===== src/hw/lbc_regs.svh =====
// Purpose: constants of the local bus cycle sequencer
// Assumes: included by bare name from the design files
// Notes:   status codes are active low on the pins
`ifndef LBC_REGS_SVH
`define LBC_REGS_SVH

`define LBC_ST_IDLE    2'h3
`define LBC_ST_READ    2'h2
`define LBC_ST_WRITE   2'h1
`define LBC_ST_INTA    2'h0

`define LBC_Q_BYTES    3'h6
`define LBC_PF_MIN     3'h2
`define LBC_PF_BYTE    3'h1
`define LBC_PF_WORD    3'h2

`define LBC_FIFO_DEPTH 32
`define LBC_REQ_W      44

`endif


===== src/hw/lbc_pkg.sv =====
// Purpose: types of the local bus cycle sequencer
// Assumes: nothing
// Notes:   bus states each last one processor clock
package lbc_pkg;

  typedef enum logic [1:0] {
    BUS_TI = 2'b00,
    BUS_TS = 2'b01,
    BUS_TC = 2'b10,
    BUS_TH = 2'b11
  } lbc_bus_type;

  typedef enum logic [1:0] {
    OP_RD   = 2'b00,
    OP_WR   = 2'b01,
    OP_INTA = 2'b10
  } lbc_op_type;

  typedef enum logic [1:0] {
    LK_NONE = 2'b00,
    LK_FULL = 2'b01,
    LK_DROP = 2'b10
  } lbc_lock_type;

endpackage


===== src/hw/lbc_core.sv =====
// Purpose: local bus cycle sequencer with ready, lock, hold, prefetch
// Assumes: clk_sys is the double-frequency system clock
// Notes:   one clk_sys cycle per phase; inputs other than async done synchronous to clk_sys
//
// Behaviour
// [RL1] Command states repeat silently until ready; each repeat is a wait.
// [RL2] Command sampled every clock after status; held while postpone high.
// [RL3] Once command is active, postpone input is ignored for the cycle.
// [RL4] Postponing command leaves latch, transceiver, direction timing alone.
// [RL5] Status outputs go inactive after the status state.
// [RL6] Sync done sampled at end of phase 1 of each command state.
// [RL7] Async done sampled at command start, one clock to settle.
// [RL8] Outside logic keeps async done or its select inactive ending status.
// [RL9] Active-low selects gate each done input; either may end the cycle.
// [RL10] Outside logic disables sync done so async done surely ends cycle.
// [RL11] Direction low for reads, high before, during, between writes.
// [RL12] Write data driven from phase 2 of the status state.
// [RL13] Write data held one clock past the last command state.
// [RL14] Bus floats in phase 2 after write unless another write follows.
// [RL15] Hold during write: finish, one idle state, then hold with ack.
// [RL16] Other masters keep hold low around reset for 34 clocks.
// [RL17] Lock driven for acknowledge, exchange, descriptor, prefixed cycles.
// [RL18] Lock stays through series; drops after first command of next-to-last.
// [RL19] Acknowledge cycles drop lock after their first command state.
// [RL20] Prefetch when idle and two queue bytes free; byte fetch at odd.
// [RL21] Prefetch stops once control transfer or halt is decoded.
// [RL22] Protected mode: stop at segment's last word; flag fault 13.
// [RL23] Processor clock is the system clock divided by two.
// [RL24] Every bus state lasts exactly one processor clock.
// [RL25] Address, data, status drivers float during hold.
// [RL26] Idle, status, command, hold; final command goes straight to status.
`timescale 1ns/1ps
`include "lbc_regs.svh"
module lbc_core
  import lbc_pkg::*;
#(
  parameter int FIFO_DEPTH = `LBC_FIFO_DEPTH
) (
  input  logic         clk_sys,
  input  logic         rst_n,
  input  logic         reqValid,
  output logic         reqReady,
  input  lbc_op_type   reqKind,
  input  lbc_lock_type reqLock,
  input  logic [23:0]  reqAddr,
  input  logic [15:0]  reqData,
  output logic         rdValid,
  output logic [15:0]  rdData,
  output logic         rdCode,
  input  logic         holdReq,
  output logic         holdAck,
  input  logic         commandPostponeIn,
  input  logic         syncDoneIn,
  input  logic         asyncDoneIn,
  input  logic         syncDoneSelectN,
  input  logic         asyncDoneSelectN,
  output logic         busReady,
  output logic [1:0]   statusN,
  output logic         statusOe,
  output logic [23:0]  addrOut,
  output logic         addrOe,
  output logic [15:0]  dataOut,
  output logic         dataOe,
  input  logic [15:0]  dataIn,
  output logic         aleOut,
  output logic         commandOut,
  output logic         transceiverEnable,
  output logic         transferDirection,
  output logic         lockN,
  output logic         lockOe,
  input  logic [1:0]   codeTake,
  input  logic         jumpValid,
  input  logic [23:0]  jumpAddr,
  input  logic         ctlDecoded,
  input  logic         haltInstruction,
  input  logic         protMode,
  input  logic [23:0]  segLastAddr,
  input  logic         execPastEnd,
  output logic         fault13
);

  typedef struct packed {
    lbc_bus_type  bus;
    logic         ph;
    lbc_op_type   kind;
    lbc_lock_type lockMode;
    logic         lockAct;
    logic         seqNext;
    logic         lockSeq;
    logic         firstTc;
    logic         cmdOn;
    logic         syncRdy;
    logic         asyncMeta;
    logic         asyncSync;
    logic [23:0]  addr;
    logic [15:0]  wdata;
    logic         dataOe;
    logic [15:0]  dataOut;
    logic         isFetch;
    logic         pfDrop;
    logic         pfStop;
    logic [23:0]  fetchAddr;
    logic [2:0]   qFree;
    logic         rdValid;
    logic [15:0]  rdData;
    logic         rdCode;
    logic         fault13;
  } lbc_state_type;

  lbc_state_type           s;
  lbc_state_type           n;
  logic                    fifoValid;
  logic                    fifoPop;
  logic [`LBC_REQ_W-1:0]   fifoWord;
  logic [`LBC_REQ_W-1:0]   reqWord;
  lbc_op_type              fKind;
  lbc_lock_type            fLock;
  lbc_lock_type            useLock;
  logic                    rdy;
  logic                    atEnd;
  logic                    justWrote;
  logic                    pfWant;
  logic                    pfLimit;
  logic [2:0]              qSub;

  function automatic logic [2:0] fetchBytes(input logic odd);
    fetchBytes = odd ? `LBC_PF_BYTE : `LBC_PF_WORD;
  endfunction

  assign reqWord = {reqKind, reqLock, reqAddr, reqData};
  assign fKind   = lbc_op_type'(fifoWord[43:42]);
  assign fLock   = lbc_lock_type'(fifoWord[41:40]);
  assign useLock = (fKind == OP_INTA) ? LK_DROP : fLock; // RL19
  assign rdy     = s.syncRdy | s.asyncSync; // RL9
  // Whole-word compare: last even byte still takes a word fetch
  assign pfLimit = protMode && (s.fetchAddr[23:1] > segLastAddr[23:1]); // RL22

  lbc_fifo #(.WIDTH(`LBC_REQ_W), .DEPTH(FIFO_DEPTH)) u_fifo (
    .clk_sys  (clk_sys),
    .rst_n    (rst_n),
    .inValid  (reqValid),
    .inReady  (reqReady),
    .inData   (reqWord),
    .outValid (fifoValid),
    .outReady (fifoPop),
    .outData  (fifoWord)
  );

  always_comb begin
    n         = s;
    fifoPop   = 1'b0;
    atEnd     = 1'b0;
    justWrote = 1'b0;
    qSub      = 3'h0;
    n.ph      = ~s.ph; // RL23
    n.rdValid = 1'b0;
    n.fault13 = protMode && execPastEnd; // RL22
    // Phase-1 edge decides who drives the data bus in phase 2
    if (!s.ph) begin
      n.dataOe = (s.bus == BUS_TS || s.bus == BUS_TC)
                 && s.kind == OP_WR; // RL12 RL13 RL14
    end
    case (s.bus)
      BUS_TI: begin
        atEnd = s.ph;
      end
      BUS_TS: begin
        if (!s.ph) begin
          n.dataOut = s.wdata; // RL12
        end else begin
          n.bus       = BUS_TC; // RL24
          n.firstTc   = 1'b1;
          // Outside logic keeps this inactive here, so no zero-wait end
          n.asyncMeta = asyncDoneIn & ~asyncDoneSelectN; // RL7 RL8 RL10
        end
      end
      BUS_TC: begin
        if (!s.cmdOn && !commandPostponeIn) begin
          n.cmdOn = 1'b1; // RL2 RL3
        end
        if (!s.ph) begin
          n.syncRdy   = syncDoneIn & ~syncDoneSelectN; // RL6 RL9
          n.asyncSync = s.asyncMeta; // RL7
        end else begin
          n.firstTc = 1'b0;
          if (s.firstTc && s.lockMode == LK_DROP) begin
            n.lockAct = 1'b0; // RL18 RL19
          end
          if (rdy) begin
            atEnd       = 1'b1;
            justWrote   = s.kind == OP_WR;
            n.cmdOn     = 1'b0;
            n.syncRdy   = 1'b0;
            n.asyncSync = 1'b0;
            n.lockSeq   = s.seqNext;
            n.pfDrop    = 1'b0;
            if (s.lockMode != LK_FULL) begin
              n.lockAct = 1'b0; // RL18
            end
            if (s.kind != OP_WR && !s.pfDrop) begin
              n.rdValid = 1'b1;
              n.rdData  = dataIn;
              n.rdCode  = s.isFetch;
            end
            if (s.isFetch && !s.pfDrop) begin
              qSub = fetchBytes(s.addr[0]); // RL20
            end
          end else begin
            n.asyncMeta = asyncDoneIn & ~asyncDoneSelectN; // RL1 RL7
          end
        end
      end
      BUS_TH: begin
        atEnd = s.ph;
      end
      default: begin
        n.bus = BUS_TI;
      end
    endcase

    n.qFree = s.qFree + {1'b0, codeTake} - qSub;
    if (jumpValid) begin
      n.fetchAddr = jumpAddr;
      n.qFree     = `LBC_Q_BYTES;
      n.pfStop    = 1'b0;
      // A fetch in flight belongs to the old stream
      if ((s.bus == BUS_TS || s.bus == BUS_TC) && s.isFetch && !atEnd) begin
        n.pfDrop = 1'b1;
      end
    end
    // Stop beats a jump arriving in the same cycle
    if (ctlDecoded || haltInstruction) begin
      n.pfStop = 1'b1; // RL21
    end
    pfWant = !n.pfStop && !pfLimit && (n.qFree >= `LBC_PF_MIN); // RL20

    if (atEnd) begin
      if (fifoValid && (n.lockSeq || !holdReq)) begin
        n.bus      = BUS_TS; // RL26
        n.kind     = fKind;
        n.lockMode = useLock;
        n.lockAct  = useLock != LK_NONE; // RL17
        n.seqNext  = fLock != LK_NONE;
        n.addr     = fifoWord[39:16];
        n.wdata    = fifoWord[15:0];
        n.isFetch  = 1'b0;
        fifoPop    = 1'b1;
      end else if (holdReq && !n.lockSeq) begin
        // Idle state after a write protects write-data hold
        n.bus     = justWrote ? BUS_TI : BUS_TH; // RL15 RL16
        n.lockSeq = 1'b0;
      end else if (pfWant) begin
        n.bus       = BUS_TS; // RL26
        n.kind      = OP_RD;
        n.lockMode  = LK_NONE;
        n.lockAct   = 1'b0;
        n.seqNext   = 1'b0;
        n.isFetch   = 1'b1;
        n.addr      = n.fetchAddr;
        n.fetchAddr = n.fetchAddr
                      + {21'h0, fetchBytes(n.fetchAddr[0])}; // RL20
      end else begin
        n.bus = BUS_TI; // RL26
      end
    end
  end

  always_ff @(posedge clk_sys) begin
    if (!rst_n) begin
      s       <= '0;
      s.qFree <= `LBC_Q_BYTES;
    end else begin
      s <= n;
    end
  end

  assign holdAck    = s.bus == BUS_TH; // RL15
  assign statusOe   = s.bus != BUS_TH; // RL25
  assign addrOe     = s.bus != BUS_TH; // RL25
  assign lockOe     = s.bus != BUS_TH;
  assign addrOut    = s.addr;
  assign dataOut    = s.dataOut;
  assign dataOe     = s.dataOe;
  assign lockN      = ~s.lockAct; // RL17
  assign rdValid    = s.rdValid;
  assign rdData     = s.rdData;
  assign rdCode     = s.rdCode;
  assign fault13    = s.fault13;
  assign busReady   = rdy && s.bus == BUS_TC;
  assign aleOut     = s.bus == BUS_TS && !s.ph; // RL4
  assign commandOut = s.cmdOn && s.bus == BUS_TC; // RL2
  assign transceiverEnable = s.bus == BUS_TC
                             || (s.bus == BUS_TS && s.ph
                                 && s.kind == OP_WR); // RL4
  assign transferDirection = !(s.kind != OP_WR
                               && (s.bus == BUS_TS
                                   || s.bus == BUS_TC)); // RL11 RL4
  assign statusN = (s.bus != BUS_TS)  ? `LBC_ST_IDLE : // RL5
                   (s.kind == OP_WR)  ? `LBC_ST_WRITE :
                   (s.kind == OP_RD)  ? `LBC_ST_READ : `LBC_ST_INTA;
endmodule


===== src/hw/lbc_mem.sv =====
// Purpose: small memory with registered read data
// Assumes: one write and one read port, same clock
// Notes:   read of an address written the same edge returns old data
`timescale 1ns/1ps
module lbc_mem #(
  parameter int WIDTH = 8,
  parameter int DEPTH = 32
) (
  input  logic                     clk_sys,
  input  logic                     rst_n,
  input  logic                     wrEn,
  input  logic [$clog2(DEPTH)-1:0] wrAddr,
  input  logic [WIDTH-1:0]         wrData,
  input  logic [$clog2(DEPTH)-1:0] rdAddr,
  output logic [WIDTH-1:0]         rdData
);
  logic [WIDTH-1:0] store [DEPTH];

  always_ff @(posedge clk_sys) begin
    if (wrEn) begin
      store[wrAddr] <= wrData;
    end
  end

  always_ff @(posedge clk_sys) begin
    if (!rst_n) begin
      rdData <= '0;
    end else begin
      rdData <= store[rdAddr];
    end
  end
endmodule


===== src/hw/lbc_fifo.sv =====
// Purpose: request FIFO with valid/ready on both sides
// Assumes: DEPTH is a power of two
// Notes:   a word written into an empty FIFO shows two edges later
`timescale 1ns/1ps
module lbc_fifo #(
  parameter int WIDTH = 8,
  parameter int DEPTH = 32
) (
  input  logic             clk_sys,
  input  logic             rst_n,
  input  logic             inValid,
  output logic             inReady,
  input  logic [WIDTH-1:0] inData,
  output logic             outValid,
  input  logic             outReady,
  output logic [WIDTH-1:0] outData
);
  localparam int AW = $clog2(DEPTH);
  localparam logic [AW:0] FULL_CNT = (AW+1)'(DEPTH);

  typedef struct packed {
    logic [AW-1:0] wrPtr;
    logic [AW-1:0] rdPtr;
    logic [AW:0]   count;
    logic          hazard;
  } lbc_fifo_type;

  lbc_fifo_type  s;
  lbc_fifo_type  n;
  logic          push;
  logic          pop;
  logic [AW-1:0] rdNext;

  assign inReady  = s.count != FULL_CNT;
  // Memory read lags a write by one edge
  assign outValid = (s.count != '0) && !s.hazard;
  assign push     = inValid && inReady;
  assign pop      = outValid && outReady;
  assign rdNext   = pop ? s.rdPtr + 1'b1 : s.rdPtr;

  always_comb begin
    n = s;
    if (push) begin
      n.wrPtr = s.wrPtr + 1'b1;
    end
    n.rdPtr  = rdNext;
    n.hazard = push && (s.wrPtr == rdNext);
    case ({push, pop})
      2'b10:   n.count = s.count + 1'b1;
      2'b01:   n.count = s.count - 1'b1;
      default: n.count = s.count;
    endcase
  end

  always_ff @(posedge clk_sys) begin
    if (!rst_n) begin
      s <= '0;
    end else begin
      s <= n;
    end
  end

  lbc_mem #(.WIDTH(WIDTH), .DEPTH(DEPTH)) u_mem (
    .clk_sys (clk_sys),
    .rst_n   (rst_n),
    .wrEn    (push),
    .wrAddr  (s.wrPtr),
    .wrData  (inData),
    .rdAddr  (rdNext),
    .rdData  (outData)
  );
endmodule


===== config.mk =====
export PLATFORM = sky130hd
export DESIGN_NAME = lbc_core
export DESIGN_NICKNAME = d
export VERILOG_FILES = /design/src/hw/lbc_pkg.sv /design/src/hw/lbc_core.sv /design/src/hw/lbc_mem.sv /design/src/hw/lbc_fifo.sv
export VERILOG_INCLUDE_DIRS = /design/src /design/src/hw
export SDC_FILE = /design/constraint.sdc
export NUM_CORES = 2
export LEC_CHECK = 0
export ABC_AREA = 0
export BUFFER_PORTS_ARGS = -buffer_cell sky130_fd_sc_hd__buf_2
export CORE_MARGIN = 2
export CORE_UTILIZATION = 65
export DETAILED_ROUTE_END_ITERATION = 16
export PLACE_DENSITY = 0.83
export SLEW_MARGIN = 40
export SYNTH_ARGS = -nofsm -noshare
export SYNTH_HDL_FRONTEND = slang
export SYNTH_HIERARCHICAL = 1
export SYNTH_SLANG_ARGS = --single-unit
export TNS_END_PERCENT = 100

===== constraint.sdc =====
create_clock -name clk_sys -period 11.7 [get_ports clk_sys]
set_clock_uncertainty 0.1 [all_clocks]
set_input_delay 2.34 -clock clk_sys [delete_from_list [all_inputs] [get_ports clk_sys]]
set_output_delay 2.34 -clock clk_sys [all_outputs]
set_load 0.02 [all_outputs]

==> results.toml <==
[outcome]
outcome = "finished clean"

[placed_design]
io_buffer_count = 195
dp_cells = 4565
dpl.hpwl_um = 76400
dp_worst_setup_slack_ns = 4.05
gp_congestion = 0.885
placed_area_um2 = 64700

[synth]
synth.distinct_cells = 76
synthFlopType = "edfxtp_1"
synthMuxAreaShare = 0.149
syn_avg_cell_area_um2 = 19.0
yosys_register_bits = 1590
synth_top_family_by_area = "multiplexers"
synth_cells = 3281
syn_area_um2 = 62400
syn_nets = 3444
async_flop_share = 0
synth_fa_ha_area_frac = 0.00818
synth_edf_count = 1408
synthSimpleGateAreaFrac = 0.0336
synth-compound-area-share = 0.0450
synth.yosys.seq_area_share = 0.736
synth_xor_area_frac = 0.00315
yosys_warnings = 6

[floorplanning]
start_util = 0.656
ios = 197
die-area_um2 = 98600
die_h_um = 314
floorplan.rows = 113
core-area_um2 = 95200
die_x_um = 314

[critical_path]
path_delay_family = "buffers and inverters"
path_cells = "buf_2 > a21oi_1 > nand2_1 > inv_1 > nand2b_1 > a211oi_1 > xor2_4 > buf_4 > nor2b_4 > buf_4 > a22oi_1 > a31oi_1"
cp.arrival_ns = 7.50
end_kind = "register"
cp-startpoint = "holdReq"
r2r-start = "s[119]"
cp-start-kind = "input pin"
slowest_stage = "a211oi_1"
crit_type = "in2reg"
max_stage_delay_ns = 0.71
crit_required_ns = 12.21
worstPathMaxFanout = 39
crit_path_frequent_cell = "buf_4"
worst-path-buf-inv = 4

[timing]
worst_slew_pin_slew_ns = 0.933
finalSetupViolCount = 0
finalHoldViolations = 0
finalSetupTns_ns = 0
rsz0062_at_grt = "no"
slew_viol_final = 0
timing.slew.headroom = 0.376
setup_ws_ns = 4.71
max_clock_freq_mhz = 143
min_period_ns = 6.99
finalCritPeriodShare = 0.597

[clock_network]
cts.repair.resized = 0
ctsHoldBuffers = 0
cts_setup_buffers = 0
cts-root-buf = "clkbuf_16"
cts_sinks = 1590
htreeDepth = 4
numCtsBuffers = 150
cts_tree = "built"
insertion_delay_ns = 0.77
clk_pin_slew_ns = 0.06
clockBufferDepth = 3

[global_routing]
gr-total-overflow = 0
grt_pass1_wl_um = 236000
track_usage = 0.336
grt_max_degree = 121
grt_pass1_vias = 35200
antenna_found_initial = 13

[drt]
ant_nets = 0
vias_per_cell = 7.16
routedWlPerCell_um = 33.7
routed_wl_um = 164000
vias = 34786
drc = 0
drt_pass1_iterations = 6
first_iter_violations = 5254

[finish]
final_util = 0.734
fin_nets = 3620
num-fill-cells = 4858
area_growth_pct = 11.9
drive_above_1_share = 0.266
postLayoutCellArea_um2 = 69900
instances_no_fill = 4856

[min_path]
hp-start = "u_fifo/u_mem/rdData[0]"
hold_path_class = "reg2reg"

[pwr]
p_per_area_nw_per_um2 = 167
p_leak_uw = 0.0222
ir_worst_vdd_mv = 0.118

[flow_run]
cap_violations = 0
## layout by cell type (no fill, tap or decap), types with 45 or more instances in the layout
master	netlist	routed
nand2_1	203	202
o21ai_0	75	75
mux2i_1	99	99
dfxtp_1	182	182
a21oi_1	84	84
a22oi_1	45	45
mux2_2	105	105
clkbuf_16	0	153
buf_2	37	194
edfxtp_1	1408	1408
mux4_2	265	265
a31oi_1	52	51
## routing by layer
| metal | global-route usage | share of wire |
|---|---|---|
| met1 | 0.434 | 0.34 |
| met5 | 0 | 0.00039 |
| met2 | 0.539 | 0.49 |
| met3 | 0.0844 | 0.12 |
| met4 | 0.167 | 0.049 |
## where the power goes
| part | total [uW] | leakage (uW) | internal [uW] | switching [uW] |
|---|---|---|---|---|
| clock | 4970 | 0.00245 | 2810 | 2160 |
| combinational | 439 | 0.00555 | 158 | 281 |
| sequential | 6270 | 0.0142 | 6230 | 42.2 |
## area by class of cell
type / count / area [um^2] / area share
Inverter: 49 / 196 / 0.00281
Clock buffer: 207 / 4240 / 0.0607
Clock inverter: 71 / 793 / 0.0114
Tap cell: 1265 / 1580 / 0.0227
Antenna cell: 8 / 20.0 / 0.000287
Sequential cell: 1590 / 45900 / 0.657
Timing Repair Buffer: 265 / 1840 / 0.0263
Multi-Input combinational cell: 1401 / 15300 / 0.219
## worst min-delay path: stages, from the launching register on
cell and delay, ns:
dfxtp_1 0.30, nand2_1 0.05, a21oi_1 0.05
## path summary, 6_finish.rpt
check,endpoint,slack (ns),cells past startpoint
setup reg to reg,u_fifo/u_mem/rdData[2],4.92,15
setup / recovery,u_fifo/u_mem/rdData[2],4.71,12
hold / removal,s[66],0.35,2
hold reg to reg,s[66],0.35,2
## cells in the mapped netlist (all sizes together), types with 6 or more instances
library cell / count / share of area
clkbuf: 97 / 0.0058
dfxtp: 182 / 0.058
o2111ai: 39 / 0.0055
edfxtp: 1408 / 0.68
o21a: 6 / 0.00072
nor3: 29 / 0.0032
xnor2: 10 / 0.0015
ha: 36 / 0.0072
nand2b: 24 / 0.0024
a21o: 6 / 0.00072
nor2: 60 / 0.0036
a211oi: 6 / 0.00072
nor2b: 16 / 0.0016
a31oi: 52 / 0.0052
mux4: 308 / 0.11
xor2: 9 / 0.0013
a22oi: 45 / 0.0054
o21ai: 77 / 0.0062
nand3b: 9 / 0.0011
o221ai: 44 / 0.0062
mux2i: 100 / 0.016
and3: 14 / 0.0015
nand3: 13 / 0.0010
inv: 47 / 0.0028
buf: 144 / 0.017
a21oi: 86 / 0.0070
a221oi: 28 / 0.0039
and2: 15 / 0.0015
nand2: 203 / 0.012
mux2: 105 / 0.019
nand4: 11 / 0.0013
## kinds of logic after synthesis
kind of cell / Yosys count
compound gates: 407
xor+xnor: 20
fa+ha+maj: 39
buf+inv: 290
flops: 1590
mux: 513
simple gates: 422
## state kept, by name, indices dropped and copies added (netlist names), 16 cells and up
name / count
s: 61
u_fifo/s: 17
addrOut: 24
dataOut: 16
rdData: 16
u_fifo/u_mem/rdData: 44
u_fifo/u_mem/store: 1408
## metrics by stage
step,power (uW),hold WS (ns)
after floorplan,6630,0.317
after global placement,6780,0.333
after detailed placement,6810,0.334
after CTS,11700,0.343
after global routing,11900,0.370
final,11700,0.350
No activity file was read; power rests on OpenSTA's default activity.
